$ cat config.mk
export PLATFORM = sky130hd
export DESIGN_NAME = startup_seq
export DESIGN_NICKNAME = d
export VERILOG_FILES = /design/src/shared/seq_pkg.sv /design/src/flag_sync.sv /design/src/startup_seq.sv
export VERILOG_INCLUDE_DIRS = /design/src /design/src/shared
export SDC_FILE = /design/constraint.sdc
export NUM_CORES = 1
export LEC_CHECK = 0
export BUFFER_PORTS_ARGS = -buffer_cell sky130_fd_sc_hd__buf_2
export CORE_UTILIZATION = 54
export CTS_CLUSTER_DIAMETER = 60
export DETAILED_ROUTE_END_ITERATION = 10
export GPL_TIMING_DRIVEN = 0
export HOLD_SLACK_MARGIN = 0.15
export PLACE_DENSITY_LB_ADDON = 0.15
export RECOVER_POWER = 100
export SLEW_MARGIN = 20
export SYNTH_ARGS = -nofsm -noshare
export SYNTH_HDL_FRONTEND = slang
export SYNTH_SLANG_ARGS = --single-unit
$ cat constraint.sdc
create_clock -name CLK_I -period 3 [get_ports CLK_I]
set_clock_uncertainty 0.1 [all_clocks]
set_input_delay 0.6 -clock CLK_I [delete_from_list [all_inputs] [get_ports CLK_I]]
set_output_delay 0.6 -clock CLK_I [all_outputs]
set_load 0.05 [all_outputs]
$ cat src/shared/seq_defines.svh
/*
  Offsets, field positions, reset values and timing counts of the
  flyback startup and survival sequencer.
  Assumes a 100 MHz sequencer clock; nothing else is assumed.
*/
`ifndef SEQ_DEFINES_SVH
`define SEQ_DEFINES_SVH

// ==========================================================
// clock and timing
`define CLK_PERIOD_NS 10
`define AUX_MIN_NS 10000
`define AUX_MIN_CYC ((`AUX_MIN_NS + `CLK_PERIOD_NS - 1) / `CLK_PERIOD_NS)
`define WAKE_MIN_NS 2200
`define WAKE_MIN_CYC ((`WAKE_MIN_NS + `CLK_PERIOD_NS - 1) / `CLK_PERIOD_NS)
`define SS_TMO_NS 700000
`define SS_TMO_CYC (`SS_TMO_NS / `CLK_PERIOD_NS)

// ==========================================================
// gate pulse shapes, in clock cycles
`define LS_ON_CYC 30
`define DEAD_CYC 5
`define HS_ON_CYC 20
`define HS_LONG_CYC 200
`define GAP_CYC 40

// ==========================================================
// pulse counts
`define SM1_PULSES 5
`define SV_MIN_FIRST 9
`define SV_MIN_LATER 3

// ==========================================================
// register map
`define ADDR_CTRL 12'h000
`define ADDR_STAT 12'h004
`define CTRL_HOLD_BIT 0
`define CTRL_RST 1'b0

`endif

$ cat src/shared/seq_pkg.sv
/*
  Types of the flyback startup and survival sequencer.
  Assumes seq_defines.svh on the include path.
*/
`include "seq_defines.svh"

package seq_pkg;

  // ==========================================================
  // sequencing states
  typedef enum logic [2:0] {
    ST_CHARGE,
    ST_REF,
    ST_AUX,
    ST_WAKE,
    ST_RUN,
    ST_FAULT
  } state_t;

  typedef enum logic [2:0] {
    P_IDLE,
    P_LS,
    P_DEAD,
    P_HS,
    P_GAP
  } phase_t;

  typedef enum logic [1:0] {
    LVL_SM1,
    LVL_SM2,
    LVL_MAX
  } lvl_t;

  typedef logic [16:0] tmr_t;

  // ==========================================================
  // comparator flags, all asynchronous to the clock
  typedef struct packed {
    logic vdd_1v8;
    logic vdd_on;
    logic ref_ok;
    logic aux_13v;
    logic sw_pgood;
    logic vs_028;
    logic vs_050;
    logic bin_on;
    logic bin_off;
    logic vdd_low;
    logic fb_stop;
  } flags_t;

  // ==========================================================
  // whole sequencer state
  typedef struct packed {
    state_t st;
    phase_t ph;
    tmr_t tmr;
    logic [7:0] ptmr;
    logic [2:0] ls_cnt;
    logic [3:0] sv_cnt;
    logic sv_done1;
    logic sv_act;
    logic vs_smp;
    lvl_t lvl;
    logic path_off;
    logic lowr;
    logic refen;
    logic auxc;
    logic wake;
    logic s13;
    logic ls;
    logic hs;
    logic boost;
    logic fault;
    logic hold;
    logic [31:0] rdata;
  } seq_t;

endpackage : seq_pkg

$ cat src/flag_sync.sv
/*
  Two-flop synchroniser for a vector of independent level flags.
  Assumes each bit is a slow level; no bus coherency is given.
*/
`timescale 1ns/1ps
`default_nettype none

module flag_sync #(
  parameter int W = 1
) (
  // clock and reset
  input wire logic clk_i,
  input wire logic rst_n_i,
  // flags
  input wire logic [W-1:0] d_i,
  output logic [W-1:0] q_o
);

  typedef struct packed {
    logic [W-1:0] s1;
    logic [W-1:0] s2;
  } sync_t;

  sync_t q;
  sync_t d;

  always_comb begin
    d = q;
    d.s1 = d_i;
    d.s2 = q.s1;
  end

  always_ff @(posedge clk_i or negedge rst_n_i) begin
    if (!rst_n_i) begin
      q <= '0;
    end else begin
      q <= d;
    end
  end

  assign q_o = q.s2;

endmodule : flag_sync

`default_nettype wire

$ cat src/startup_seq.sv
/*
  Startup, soft-start and supply-survival sequencer of an active-clamp
  flyback controller, with an APB register slave.
  Assumes analog levels arrive as comparator flags, the reset comes
  from undervoltage lockout, and external drivers follow the gates.
*/
// Behaviour
// - below 1.8 V supply the charge path stays high-resistance.
// - above 1.8 V supply the charge path switches to low resistance.
// - at 17 V turn-on both startup power-path switches open.
// - aux rail at 13 V within 10 us raises open-pin fault.
// - aux rail settled without fault raises driver wake, enters wake state.
// - at least 2.2 us from wake to first low-side pulse; rail switch on.
// - first low-side pulse waits for switched rail power-good.
// - soft-start peak threshold is 0.2 V level, then 0.5 V level.
// - outside survival, level one blocks high-side below 0.28 V; holds five pulses.
// - level two only after sense above 0.28 V and five pulses.
// - 0.7 ms timeout forces level two anyway.
// - boost off while bias input below 2.2 V; on above it only in run state.
// - enabled boost regulates supply toward 18.5 V.
// - sense above 0.5 V releases threshold to maximum.
// - line-sense pulse applied while low-side gate is high.
// - bias input above 15 V stops boost switching.
// - survival only while feedback stops switching on overshoot.
// - survival pulses unlimited below 13 V; above 13 V stop once 9 (first event) or 3 (later) are done.
// - feedback resuming switching ends survival, normal mode resumes.
// - survival burst is low-side train then one long high-side pulse.
`timescale 1ns/1ps
`default_nettype none
`include "seq_defines.svh"

module startup_seq
  import seq_pkg::*;
#(
  parameter tmr_t SS_TMO_CYC = tmr_t'(`SS_TMO_CYC)
) (
  // clock and reset
  input wire logic CLK_I,
  input wire logic RST_N_I,
  // apb slave
  input wire logic PSEL_I,
  input wire logic PENABLE_I,
  input wire logic PWRITE_I,
  input wire logic [11:0] PADDR_I,
  input wire logic [31:0] PWDATA_I,
  output logic [31:0] PRDATA_O,
  output logic PREADY_O,
  output logic PSLVERR_O,
  // comparator flags
  input wire flags_t FLAGS_I,
  // power path
  output logic STARTUP_PATH_ON_O,
  output logic STARTUP_LOW_RES_O,
  output logic REF_EN_O,
  output logic AUX_RAIL_CONNECT_O,
  output logic SW_RAIL_EN_O,
  output logic DRIVER_WAKE_O,
  // gates
  output logic LOW_SIDE_GATE_CMD_O,
  output logic HIGH_SIDE_GATE_CMD_O,
  output logic LINE_SENSE_PULSE_O,
  output lvl_t PEAK_LEVEL_O,
  // bias and status
  output logic BOOST_EN_O,
  output logic SURVIVAL_O,
  output logic OPEN_PIN_FAULT_O
);

  localparam tmr_t AUX_MIN = tmr_t'(`AUX_MIN_CYC);
  localparam tmr_t WAKE_MIN = tmr_t'(`WAKE_MIN_CYC);
  localparam logic [7:0] LS_ON = 8'(`LS_ON_CYC);
  localparam logic [7:0] DEAD = 8'(`DEAD_CYC);
  localparam logic [7:0] HS_ON = 8'(`HS_ON_CYC);
  localparam logic [7:0] HS_LONG = 8'(`HS_LONG_CYC);
  localparam logic [7:0] GAP = 8'(`GAP_CYC);
  localparam logic [2:0] SM1_N = 3'(`SM1_PULSES);
  localparam logic [3:0] SV_FIRST = 4'(`SV_MIN_FIRST);
  localparam logic [3:0] SV_LATER = 4'(`SV_MIN_LATER);

  seq_t q;
  seq_t d;
  flags_t f;
  logic [3:0] sv_min;
  logic [7:0] hs_len;
  logic apb_ok;

  // ==========================================================
  // flag synchronisers
  flag_sync #(
    .W($bits(flags_t))
  ) u_sync (
    .clk_i(CLK_I),
    .rst_n_i(RST_N_I),
    .d_i(FLAGS_I),
    .q_o(f)
  );

  assign sv_min = q.sv_done1 ? SV_LATER : SV_FIRST;
  assign hs_len = q.sv_act ? HS_LONG : HS_ON;
  assign apb_ok = (PADDR_I == `ADDR_CTRL) || (PADDR_I == `ADDR_STAT);

  // ==========================================================
  // sequencer
  always_comb begin
    d = q;
    case (q.st)
      ST_CHARGE: begin
        d.path_off = 1'b0;
        d.lowr = f.vdd_1v8;
        if (f.vdd_on) begin
          d.path_off = 1'b1;
          d.lowr = 1'b0;
          d.refen = 1'b1;
          d.st = ST_REF;
        end
      end
      ST_REF: begin
        if (f.ref_ok) begin
          d.auxc = 1'b1;
          d.tmr = '0;
          d.st = ST_AUX;
        end
      end
      ST_AUX: begin
        if (q.tmr != '1) begin
          d.tmr = q.tmr + 1'b1;
        end
        if (f.aux_13v) begin
          // a rail that settles this fast has no capacitor on it
          if (q.tmr < AUX_MIN) begin
            d.fault = 1'b1;
            d.auxc = 1'b0;
            d.refen = 1'b0;
            d.st = ST_FAULT;
          end else begin
            d.wake = 1'b1;
            d.s13 = 1'b1;
            d.tmr = '0;
            d.st = ST_WAKE;
          end
        end
      end
      ST_WAKE: begin
        if (q.tmr != '1) begin
          d.tmr = q.tmr + 1'b1;
        end
        if (q.tmr >= WAKE_MIN - 1'b1 && f.sw_pgood && !q.hold) begin
          d.st = ST_RUN;
          d.tmr = '0;
          d.lvl = LVL_SM1;
          d.ph = P_LS;
          d.ptmr = '0;
          d.ls = 1'b1;
        end
      end
      ST_RUN: begin
        if (q.tmr != '1) begin
          d.tmr = q.tmr + 1'b1;
        end
        if (q.lvl == LVL_SM1) begin
          if ((q.ls_cnt == SM1_N && q.vs_smp)
              || q.tmr >= SS_TMO_CYC - 1'b1) begin
            d.lvl = LVL_SM2;
          end
        end
        if (f.vs_050) begin
          d.lvl = LVL_MAX;
        end
        // enable of the 18.5 V supply regulation loop
        d.boost = f.bin_on && !f.bin_off;
        if (q.ph != P_IDLE) begin
          d.ptmr = q.ptmr + 1'b1;
        end
        case (q.ph)
          P_IDLE: begin
            if (!f.fb_stop) begin
              d.sv_act = 1'b0;
              d.sv_cnt = '0;
              if (!q.hold) begin
                d.ph = P_LS;
                d.ptmr = '0;
                d.ls = 1'b1;
              end
            end else if (f.vdd_low || q.sv_act) begin
              d.sv_act = 1'b1;
              d.ph = P_LS;
              d.ptmr = '0;
              d.ls = 1'b1;
            end
          end
          P_LS: begin
            if (q.ptmr >= LS_ON - 1'b1) begin
              d.ls = 1'b0;
              d.vs_smp = f.vs_028;
              if (q.ls_cnt != SM1_N) begin
                d.ls_cnt = q.ls_cnt + 1'b1;
              end
              if (q.sv_act && q.sv_cnt != 4'hf) begin
                d.sv_cnt = q.sv_cnt + 1'b1;
              end
              d.ph = P_DEAD;
              d.ptmr = '0;
            end
          end
          P_DEAD: begin
            if (q.ptmr >= DEAD - 1'b1) begin
              d.ptmr = '0;
              d.ph = P_GAP;
              if (q.sv_act) begin
                // long high-side pulse closes the burst once back up
                if (q.sv_cnt >= sv_min && !f.vdd_low) begin
                  d.hs = 1'b1;
                  d.ph = P_HS;
                end
              end else if (!(q.lvl == LVL_SM1 && !q.vs_smp)) begin
                d.hs = 1'b1;
                d.ph = P_HS;
              end
            end
          end
          P_HS: begin
            if (q.ptmr >= hs_len - 1'b1) begin
              d.hs = 1'b0;
              if (q.sv_act) begin
                d.sv_act = 1'b0;
                d.sv_done1 = 1'b1;
                d.sv_cnt = '0;
              end
              d.ph = P_GAP;
              d.ptmr = '0;
            end
          end
          P_GAP: begin
            if (q.ptmr >= GAP - 1'b1) begin
              d.ph = P_IDLE;
              d.ptmr = '0;
            end
          end
          default: begin
            d.ph = P_IDLE;
          end
        endcase
      end
      ST_FAULT: begin
        // latched until undervoltage lockout resets the device
        d.fault = 1'b1;
        d.path_off = 1'b1;
        d.lowr = 1'b0;
      end
      default: begin
        d.st = ST_CHARGE;
      end
    endcase

    // register slave: read data captured in the setup cycle
    if (PSEL_I && !PENABLE_I && !PWRITE_I) begin
      d.rdata = '0;
      if (PADDR_I == `ADDR_CTRL) begin
        d.rdata[`CTRL_HOLD_BIT] = q.hold;
      end else if (PADDR_I == `ADDR_STAT) begin
        d.rdata[7:0] = {q.fault, q.sv_act, q.lvl, q.ls_cnt == SM1_N,
                        q.st};
      end
    end
    if (PSEL_I && PENABLE_I && PWRITE_I && PADDR_I == `ADDR_CTRL) begin
      d.hold = PWDATA_I[`CTRL_HOLD_BIT];
    end
  end

  always_ff @(posedge CLK_I or negedge RST_N_I) begin
    if (!RST_N_I) begin
      q <= '0;
    end else begin
      q <= d;
    end
  end

  // ==========================================================
  // outputs
  assign PRDATA_O = q.rdata;
  assign PREADY_O = 1'b1;
  assign PSLVERR_O = PSEL_I && PENABLE_I && !apb_ok;
  assign STARTUP_PATH_ON_O = !q.path_off;
  assign STARTUP_LOW_RES_O = q.lowr;
  assign REF_EN_O = q.refen;
  assign AUX_RAIL_CONNECT_O = q.auxc;
  assign SW_RAIL_EN_O = q.s13;
  assign DRIVER_WAKE_O = q.wake;
  assign LOW_SIDE_GATE_CMD_O = q.ls;
  assign HIGH_SIDE_GATE_CMD_O = q.hs;
  assign LINE_SENSE_PULSE_O = q.ls;
  assign PEAK_LEVEL_O = q.lvl;
  assign BOOST_EN_O = q.boost;
  assign SURVIVAL_O = q.sv_act;
  assign OPEN_PIN_FAULT_O = q.fault;

  // ==========================================================
  // checks
  logic [8:0] wake_age;

  always_ff @(posedge CLK_I or negedge RST_N_I) begin
    if (!RST_N_I) begin
      wake_age <= '0;
    end else if (!q.wake) begin
      wake_age <= '0;
    end else if (wake_age != '1) begin
      wake_age <= wake_age + 1'b1;
    end
  end
endmodule : startup_seq

`default_nettype wire

==> summary.txt <==
Worst setup margin: 0.1951 ns
Pin count of the biggest net entering global routing: 49
Status: finished clean
Max Freq: 356.5 MHz
Root buffer cell: clkbuf_8
Antenna violations before repair: 0
Clock buffer depth: 2
YS warnings: 0
Hpwl dp: 6.992 mm
Gpl congestion: 0.8648
Hold Crit Class: in2reg
Slowest cell on the critical path: dfrtp_1
Distinct cells, synth: 68
Synth-to-layout area growth: 15.33%
Relative slew slack: 23.56%
Core Region: 8175 sq um
RSZ-0062 raised after global routing: false
Cells after Synth: 475
Mapped cell area: 4539 sq um
Initial core utilization: 55.52%
Seq cells post-synth: 83
Diode count: 0
CTS tree: yes
Async set-reset flop share out of synthesis: 100.0%
P per Cell Area: 645.0 nW/um^2
Clk_lat worst skew: 0.36 ns
Worst-margin pin slew: 1.135 ns
Kind of launch point of the worst setup path: flip-flop
Crit-path max FO: 10
Worst Path Required: 3.15 ns
Arrival time at the worst endpoint: 2.95 ns
H-tree levels: 3
Port-buffer cells: 51
Pre-CTS WS: 0.1130 ns
Drt total wl: 9.592 mm
Leakage: 2.393 nW
Final setup fails: 0
Area fraction of the dominant cell type after synthesis: 45.76%
Layout Cell Area excl Fill: 5235 sq um
CTS buffer count: 9
DR vias: 3741
Drt drc: 0
Gr ovfl total: 0
Sequential area share after synthesis: 45.76%
Avg Cell Area, Syn: 9.557 sq um
First-pass GRT wire length: 15.64 mm
Min Tclk post-route: 2.805 ns
Core Rows: 33
Share of post-route cells with drive strength above 1: 18.52%
Top_reg_cell synth: dfrtp_1
Critical path class: reg2reg
Final Hold Fails: 0
CTS Sinks: 83
Total power: 3.377 mW
DR vias/cell: 5.567
Vias in the first global route: 3345
Die width: 93.69 microns
# fillers: 671
Non-filler cells, final: 672
R2R Setup Slk: 0.20 ns
GRT Total Usage: 23.10%
Hold slack: 0.2452 ns
Antenna Violating Nets Remaining: 0
Critical Path, Cell by Cell: inv_1, ha_1, a211oi_1, o311ai_2, a22oi_2, or3_4, o21bai_1, a22o_1
Final core utilization: 64.03%
TritonRoute pass-1 iters: 5
Number of synthesized flops with an enable pin: 0
Largest stage delay, worst path: 0.58 ns
Die Span Y: 93.69 microns
Max-capacitance violation count: 0
Crit. End Element: flip-flop
DP Area: 5042 sq um
DIE AREA: 8777 sq um
Worst vdd ir: 0.3104 mV
Cell taking the most area after synthesis: dfrtp_1
Final TNS setup: 0 ns
Period utilization: 93.50%
Synth top area cells: dfrtp_1, buf_4, ha_1, nand2_1, a21oi_1
Wire length per cell: 14.27 microns
Dpl cells: 655
Drt first-iter violations: 241
Slew Limit Fails: 0
Ports: 108
Final Net Count: 636
Reg clk slew, reported paths: 0.09 ns
-- final timing paths --
check                                endpoint   startpoint  cells after the start
worst max-delay path                    q[48]   SURVIVAL_O                      8
worst min-delay path              u_sync.d[3]   FLAGS_I[3]                      1
worst max register to register          q[48]   SURVIVAL_O                      8
worst min register to register  u_sync.q_o[6]  u_sync.d[6]                      0
max in group asynchronous               q[42]      RST_N_I                      3
min in group asynchronous               q[62]      RST_N_I                      2
-- area by class of cell --
class,instances,area (sq um),share of cell area (%)
multi-input combinational,340,2103,40.18
sequential,83,2077,39.67
buffer,58,366.6,7.003
timing repair buffer,53,265.3,5.067
clock buffer,11,141.4,2.701
tap,105,131.4,2.510
clock inverter,5,86.33,1.649
inverter,17,63.81,1.219
-- cell usage in the layout (no fill, tap or decap), types with 4 or more instances in the layout --
cell type | Yosys | routed
a211oi_1 | 4 | 4
a21oi_1 | 29 | 29
a22o_1 | 12 | 12
a31oi_1 | 9 | 9
a32o_1 | 4 | 4
and3_1 | 7 | 7
buf_2 | 12 | 35
buf_4 | 37 | 37
clkbuf_1 | 8 | 36
clkbuf_8 | 0 | 10
conb_1 | 2 | 25
dfrtp_1 | 83 | 83
ha_1 | 14 | 14
inv_1 | 17 | 17
mux2_2 | 4 | 4
mux2i_1 | 4 | 4
nand2_1 | 39 | 39
nand2b_1 | 6 | 6
nand3_1 | 18 | 18
nand4_1 | 11 | 11
nor2_1 | 28 | 28
nor2b_1 | 10 | 10
nor3_1 | 8 | 8
nor4_1 | 5 | 5
o211ai_1 | 3 | 4
o21ai_0 | 20 | 26
o21ai_1 | 16 | 10
o221ai_1 | 4 | 4
or3_1 | 5 | 5
-- worst max-delay path, delay by kind of cell, from the launching register on --
kind,cells,cell delay [ns]
adder cells (fa/ha/maj),1,0.32
flip-flops,1,0.58
buffers and inverters,1,0.18
AND/OR/NAND/NOR,1,0.43
AO/OA/AOI/OAI,5,1.07
-- cells in the mapped netlist (3+ instances only) --
cell / instances
dfrtp_1: 83
nand2_1: 39
buf_4: 37
a21oi_1: 29
nor2_1: 28
o21ai_0: 20
nand3_1: 18
inv_1: 17
o21ai_1: 16
ha_1: 14
a22o_1: 12
buf_2: 12
nand4_1: 11
nor2b_1: 10
a31oi_1: 9
clkbuf_1: 8
nor3_1: 8
and3_1: 7
nand2b_1: 6
nor4_1: 5
or3_1: 5
a211oi_1: 4
a32o_1: 4
and2_1: 4
mux2_2: 4
mux2i_1: 4
o221ai_1: 4
a21o_1: 3
a41oi_1: 3
o211ai_1: 3
o41ai_1: 3
-- power breakdown --
group | switching (mW) | total [mW] | internal (mW)
sequential | 0.109 | 1.33 | 1.22
clock | 0.407 | 0.903 | 0.496
combinational | 0.810 | 1.14 | 0.334
total | 1.33 | 3.38 | 2.05
-- cells by family after synthesis --
kind of cell	Yosys count	share of synthesized area, %
and+or+nand+nor	156	17.92
AOI/OAI and AO/OA	135	20.23
DFF	83	45.76
buffers and inverters	75	9.758
adders and majority gates	14	3.859
muxes	9	2.122
other	2	0.1654
xor gates and xnor gates	1	0.1930
-- flip-flops by register name, summed over array words and instances (netlist names) --
| register | cells |
|---|---|
| BOOST_EN_O | 1 |
| q | 42 |
| PRDATA_O | 8 |
| SURVIVAL_O | 1 |
| SW_RAIL_EN_O | 1 |
| LINE_SENSE_PULSE_O | 1 |
| u_sync.d | 11 |
| OPEN_PIN_FAULT_O | 1 |
| AUX_RAIL_CONNECT_O | 1 |
| HIGH_SIDE_GATE_CMD_O | 1 |
| REF_EN_O | 1 |
| u_sync.q_o | 11 |
| PEAK_LEVEL_O | 2 |
| STARTUP_LOW_RES_O | 1 |
-- routing by layer --
layer	global-route usage, %	vias up	part of all wire [%]
met5	0	-	0
met3	4.369	20	6.3
met4	8.974	0	2.0
li1	-	1839	-
met2	35.22	135	44
met1	32.57	1747	48
-- timing repair --
action                                  in CTS  in global routing
endpoints found under the setup margin       0                  5
resized for setup                            0                  1
hold buffers                                 1                  0
endpoints found under the hold margin       35                  0
buffers inserted                             0                  0
Power figures use the tool's default switching activity.
